File: src/design/acs_pkg.sv
// package: constants and carrier types for the converter start/select control
//
// Overview of operation
// Enable bit 7 low keeps the converter in low-power shutdown, high makes it active.
// Bit 6 high runs the converter in burst operation, low turns burst off.
// Hardware sets the done flag (bit 5) at a single conversion end (burst off) or burst end (burst on); only software clears it.
// With source code 0x0, software writing 1 to the busy bit starts one conversion.
// Software detects the end of a conversion from the done flag, not by polling busy.
// With source code 0x1, each overflow of timer zero starts a conversion.
// With source code 0x2, each overflow of timer two starts a conversion.
// With source code 0x3, each overflow of timer three starts a conversion.
// With source code 0x4, each rising edge of the external start pin starts a conversion.
// The source field is bits 2:0 and software uses only the five defined codes.
// Hardware sets the window flag (bit 3) when the result lies in the window of the two limits.
// The window flag stays set until software clears it; hardware never clears it.
// After reset every control bit is 0, the source field 0x0 included.
// The order of the upper and lower limits decides inside-window or outside-window matching.
// Start triggers from every source are ignored while the enable bit is 0.
package acs_pkg;

  // register address on the special-function bus
  localparam logic [7:0] ACS_CTRL_ADDR = 8'h00_E8;
  localparam logic [7:0] ACS_CTRL_RESET = 8'h00_00;

  // bit positions within the control register
  localparam int ACS_POS_ON = 7;
  localparam int ACS_POS_BURST = 6;
  localparam int ACS_POS_DONE = 5;
  localparam int ACS_POS_BUSY = 4;
  localparam int ACS_POS_WIN = 3;
  localparam int ACS_POS_SRC = 0;

  // start-of-conversion source codes
  localparam logic [2:0] ACS_SRC_SW = 3'h0;
  localparam logic [2:0] ACS_SRC_TMR0 = 3'h1;
  localparam logic [2:0] ACS_SRC_TMR2 = 3'h2;
  localparam logic [2:0] ACS_SRC_TMR3 = 3'h3;
  localparam logic [2:0] ACS_SRC_PIN = 3'h4;

  localparam int ACS_RES_W = 16;

  // control register layout, msb first
  typedef struct packed {
    logic converter_on;
    logic burst_sequence_on;
    logic conversion_done_flag;
    logic conversion_trigger_busy;
    logic window_match_flag;
    logic [2:0] start_source_select;
  } acs_ctrl_t;

  // special-function bus request
  typedef struct packed {
    logic [7:0] addr;
    logic wr;
    logic rd;
    logic [7:0] wdata;
  } acs_sfr_req_t;

  // events reported by the converter core
  typedef struct packed {
    logic conv_end;
    logic burst_end;
    logic result_valid;
    logic [ACS_RES_W-1:0] conversion_result;
  } acs_core_evt_t;

  // comparison limits held outside this block
  typedef struct packed {
    logic [ACS_RES_W-1:0] upper_compare_limit;
    logic [ACS_RES_W-1:0] lower_compare_limit;
  } acs_limits_t;

  // start trigger inputs
  typedef struct packed {
    logic tmr0_ovf;
    logic tmr2_ovf;
    logic tmr3_ovf;
    logic external_start_pin;
  } acs_trig_t;

endpackage

File: src/design/acs_ctrl.sv
// module: converter control register with start source selection
`timescale 1ns/1ps
module acs_ctrl
  import acs_pkg::*;
(
  // clock and reset
  input wire logic sys_clk,
  input wire logic rstn,
  // special-function bus
  input wire acs_pkg::acs_sfr_req_t sfr_req,
  output logic [7:0] sfr_rdata,
  // converter core
  input wire acs_pkg::acs_core_evt_t core_evt,
  input wire acs_pkg::acs_limits_t limits,
  output logic converter_on,
  output logic burst_sequence_on,
  output logic conv_start,
  // start triggers
  input wire acs_pkg::acs_trig_t trig,
  // flag levels toward the interrupt controller
  output logic done_flag_out,
  output logic window_flag_out
);

  typedef struct packed {
    acs_ctrl_t ctrl;
    logic pin_prev;
    logic start;
    logic [7:0] rdata;
  } acs_state_t;

  acs_state_t state_reg;
  acs_state_t state_next;
  logic win_match;
  logic ctrl_wr;
  logic sw_go;
  logic hw_go;
  logic done_evt;
  acs_ctrl_t wr_ctrl;

  ////////////////////////////////////////////////////////////////////////////
  // window comparison of the incoming result
  acs_window u_window (
    .result(core_evt.conversion_result),
    .limits(limits),
    .match(win_match)
  );

  ////////////////////////////////////////////////////////////////////////////
  // decode of bus write and trigger sources
  assign ctrl_wr = sfr_req.wr && (sfr_req.addr == ACS_CTRL_ADDR);
  assign wr_ctrl = acs_ctrl_t'(sfr_req.wdata);
  assign sw_go = ctrl_wr && wr_ctrl.conversion_trigger_busy &&
                 (wr_ctrl.start_source_select == ACS_SRC_SW);
  // done follows the mode in force when the core reports
  assign done_evt = state_reg.ctrl.burst_sequence_on ?
                    core_evt.burst_end : core_evt.conv_end;

  // hardware sources use the code held before any write this cycle
  always_comb
  begin
    unique case (state_reg.ctrl.start_source_select)
      ACS_SRC_SW: hw_go = 1'b0;
      ACS_SRC_TMR0: hw_go = trig.tmr0_ovf;
      ACS_SRC_TMR2: hw_go = trig.tmr2_ovf;
      ACS_SRC_TMR3: hw_go = trig.tmr3_ovf;
      ACS_SRC_PIN: hw_go = trig.external_start_pin &&
                           !state_reg.pin_prev;
      default: hw_go = 1'b0; // reserved codes start nothing
    endcase
  end

  ////////////////////////////////////////////////////////////////////////////
  // next state: software write first, then hardware sets so sets win
  always_comb
  begin
    state_next = state_reg;
    state_next.start = 1'b0;
    state_next.pin_prev = trig.external_start_pin;
    if (sfr_req.rd)
    begin
      state_next.rdata = (sfr_req.addr == ACS_CTRL_ADDR) ?
                         state_reg.ctrl : 8'h00_00;
    end
    if (ctrl_wr)
    begin
      state_next.ctrl = wr_ctrl;
      // busy is owned by hardware; writing 0 has no effect
      state_next.ctrl.conversion_trigger_busy =
        state_reg.ctrl.conversion_trigger_busy;
    end
    if (done_evt)
    begin
      state_next.ctrl.conversion_done_flag = 1'b1;
      state_next.ctrl.conversion_trigger_busy = 1'b0;
    end
    // a start is refused while off or while a conversion is running
    if ((sw_go || hw_go) && state_next.ctrl.converter_on &&
        !state_reg.ctrl.conversion_trigger_busy)
    begin
      state_next.start = 1'b1;
      state_next.ctrl.conversion_trigger_busy = 1'b1;
    end
    if (core_evt.result_valid && win_match)
    begin
      state_next.ctrl.window_match_flag = 1'b1;
    end
  end

  ////////////////////////////////////////////////////////////////////////////
  // state register
  always_ff @(posedge sys_clk)
  begin
    if (!rstn)
    begin
      state_reg <= '0;
    end
    else
    begin
      state_reg <= state_next;
    end
  end

  ////////////////////////////////////////////////////////////////////////////
  // outputs, all straight from the state register
  assign converter_on = state_reg.ctrl.converter_on;
  assign burst_sequence_on = state_reg.ctrl.burst_sequence_on;
  assign conv_start = state_reg.start;
  assign sfr_rdata = state_reg.rdata;
  assign done_flag_out = state_reg.ctrl.conversion_done_flag;
  assign window_flag_out = state_reg.ctrl.window_match_flag;
endmodule

File: src/design/acs_window.sv
// module: window comparator for the conversion result
`timescale 1ns/1ps
module acs_window
  import acs_pkg::*;
(
  // compared values
  input wire logic [acs_pkg::ACS_RES_W-1:0] result,
  input wire acs_pkg::acs_limits_t limits,
  // comparison outcome
  output logic match
);

  ////////////////////////////////////////////////////////////////////////////
  // lower above upper selects inside matching, otherwise outside matching
  always_comb
  begin
    if (limits.lower_compare_limit > limits.upper_compare_limit)
    begin
      match = (result > limits.upper_compare_limit) &&
              (result < limits.lower_compare_limit);
    end
    else
    begin
      match = (result > limits.upper_compare_limit) ||
              (result < limits.lower_compare_limit);
    end
  end

endmodule

File: config.mk
export PLATFORM = sky130hd
export DESIGN_NAME = acs_ctrl
export DESIGN_NICKNAME = d
export VERILOG_FILES = /design/src/design/acs_pkg.sv /design/src/design/acs_ctrl.sv /design/src/design/acs_window.sv
export SDC_FILE = /design/constraint.sdc
export NUM_CORES = 1
export LEC_CHECK = 0
export BUFFER_PORTS_ARGS = -buffer_cell sky130_fd_sc_hd__clkbuf_2
export CAP_MARGIN = 20
export CORE_AREA = 2 2 91 93
export DETAILED_ROUTE_END_ITERATION = 10
export DIE_AREA = 0 0 93 95
export GPL_TIMING_DRIVEN = 1
export PLACE_DENSITY = 0.49
export REMOVE_ABC_BUFFERS = 1
export SLEW_MARGIN = 20
export SYNTH_ARGS = -nofsm -noshare
export SYNTH_HDL_FRONTEND = slang
export SYNTH_SLANG_ARGS = --single-unit
File: constraint.sdc
create_clock -name sys_clk -period 2.3 [get_ports sys_clk]
set_clock_uncertainty 0.1 [all_clocks]
set_input_delay 0.115 -clock sys_clk [delete_from_list [all_inputs] [get_ports sys_clk]]
set_output_delay 0.115 -clock sys_clk [all_outputs]
set_load 0.02 [all_outputs]
==> impl_metrics.csv <==
group,metric,value,unit
yosys,yosysWarnings,0,
sta,tns,0,ns
sta,max_freq,540,MHz
global_routing,grt_pass1_wl,7.74,mm
sta,maxSlewViolCount,0,
clock_tree,clockBufferDepth,2,
floorplanning,start_util,24.3,%
yosys,synth_top_cell_area_share,30.6,%
cells_and_area,drive_gt1_share,31.1,%
clock_tree,ctsRootBufferMaster,"clkbuf_8",
critical_path,start_kind,"primary input",
drt,drc,0,
sta,setup_violations,0,
floorplanning,die_w,93,um
global_routing,antenna_found_initial,0,
critical_path,critPathRequiredTime,2.36,ns
yosys,syn_inst,233,
sta,slew_headroom,63.9,%
sta,tightest_slew,0.541,ns
global_routing,grt_usage,10.7,%
drt,drt-pass1-iter-count,4,
pwr,leakagePower,0.00141,uW
placement,dp_cells,415,
placement,place_congestion,0.789,
clock_tree,htreeDepth,1,
clock_tree,clkTransAtPathRegs,0.06,ns
clock_tree,clk_latency,0.24,ns
clock_tree,cts.sinks,18,
clock_tree,cts_tree,"yes",
yosys,synth_area_leaders,"ha_1 31%, dfxtp_1 19%, inv_1 6.8%, a21oi_1 6.8%, mux2i_1 4.2%",
yosys,netlist_top_cells_count,"47 x ha_1, 35 x inv_1, 26 x a21oi_1",
cells_and_area,area_growth_syn_to_layout,29.1,%
clock_tree,cts_hold_buf,2,
yosys,syn_avg_cell_area,8.25,um2
cells_and_area,fin_nets,439,
global_routing,grt_max_degree,17,
yosys,synth_ff_type,"dfxtp_1",
cells_and_area,fin_cells,420,
placement,port_buffers,87,
yosys,synth.cell_area,1920,um2
sta,hold_viol_final,0,
sta,whs,0.00155,ns
drt,totalWireLength,4.80,mm
placement,hpwl,4.35,mm
floorplanning,placementRows,33,
critical_path,worstPathArrival,1.91,ns
min_path,hold_class,"in2reg",
sta,rsz0062_at_grt,"false",
global_routing,gr-total-overflow,0,
drt,vias_per_cell,4.36,
floorplanning,core_area,7930,um2
run_status,status,"finished clean",
drt,drtIter0Drc,47,
job,drv_cap,0,
critical_path,cp_max_fo,4,
pwr,power.density,330,nW/um2
yosys,yosysSeqAreaShare,18.7,%
floorplanning,die_y,95,um
floorplanning,io_pins,88,
cells_and_area,n_antenna_cell,0,
yosys,netlist-cell-type-count,37,
clock_tree,cts_resized,0,
drt,antenna_left,0,
drt,vias,1831,
global_routing,grt_pass1_vias,1786,
yosys,synth_area_leader_cell,"ha_1",
sta,timing.final.crit_share,80.5,%
clock_tree,cts_setup_buffers,0,
pwr,ir_drop,0.000162,V
yosys,synth-seq-cells,18,
drt,drt-wirelength-per-cell,11.4,um
yosys,synth.most_common_cell,"ha_1",
yosys,synthArstFlopShare,0,%
cells_and_area,largest_reg_flops,8,
sta,finalCriticalPeriod,1.85,ns
floorplanning,die_area,8840,um2
critical_path,endpoint_kind,"register",
clock_tree,cts-buffers-inserted,3,
critical_path,worstSetupPathType,"in2reg",
yosys,synth_edf_count,0,
## final cells by class
cell class	count	area, um2
Sequential cell	18	360
Fill cell	878	5440
Tap cell	105	131
Clock buffer	3	41.3
Multi-Input combinational cell	170	1360
Timing Repair Buffer	89	455
Inverter	35	131
## per-layer routing
| metal | track usage [%] | vias to the layer above | wire length, um |
|---|---|---|---|
| met5 | 0 | - | 0 |
| met1 | 14.2 | 782 | 2220 |
| met3 | 1.20 | 0 | 262 |
| met2 | 18.9 | 56 | 2310 |
| li1 | - | 993 | - |
| met4 | 1.84 | 0 | 0 |
## worst max-delay path, cell delays in order
cell and delay [ns]:
clkbuf_2 0.07, inv_1 0.05, ha_1 0.32, nand4_1 0.11, or4_4 0.49, o221a_1 0.27
o31ai_2 0.21, a21oi_1 0.07, a211oi_1 0.20
## worst paths after layout
check	start	to	slack, ns	depth (start not counted)
min	sfr_req[6]	burst_sequence_on	0.002	3
max reg2reg	state_reg[11]	state_reg[14]	0.59	6
min reg2reg	state_reg[14]	conv_start	0.39	1
max	limits[26]	window_flag_out	0.45	9
## report_power, final
| group | total (uW) | internal (uW) | leakage [uW] | switching, uW |
|---|---|---|---|---|
| Clock | 210 | 116 | 0.0000216 | 93.7 |
| Combinational | 290 | 143 | 0.00124 | 147 |
| Sequential | 319 | 316 | 0.000146 | 3.12 |
## cell usage in the layout (no fill, tap or decap), types with 2 or more instances in the layout
cell type / instances
nand3_1: 3
ha_1: 47
nand2_1: 8
nor2b_1: 10
o31ai_1: 2
a21oi_1: 26
a21o_1: 8
o21ai_0: 4
nor2_1: 17
clkbuf_2: 87
and2_1: 2
dlygate4sd3_1: 2
nor4_2: 2
o211ai_1: 2
nand2b_1: 2
a211oi_1: 5
inv_1: 35
clkbuf_8: 3
nand4_1: 7
mux2i_1: 8
dfxtp_1: 18
## metrics by stage
stage	total power [uW]	cell area [um2]	utilization, %	setup slack, ns
2_1_floorplan	493	1860	-	0.398
3_3_place_gp	615	2420	30.6	0.249
3_5_place_dp	619	2420	30.6	0.187
4_1_cts	836	2480	31.3	0.445
5_1_grt	894	2480	31.3	0.299
6_report	819	2480	31.3	0.448
## cell families after synthesis
group / after synthesis / share of synthesized area (%)
and+or+nand+nor: 59 / 17.1
DFF: 18 / 18.7
muxes: 9 / 4.75
AOI/OAI and AO/OA: 55 / 18.5
buffers and inverters: 45 / 10.3
adders and majority gates: 47 / 30.6
Power figures use the tool's default switching activity.
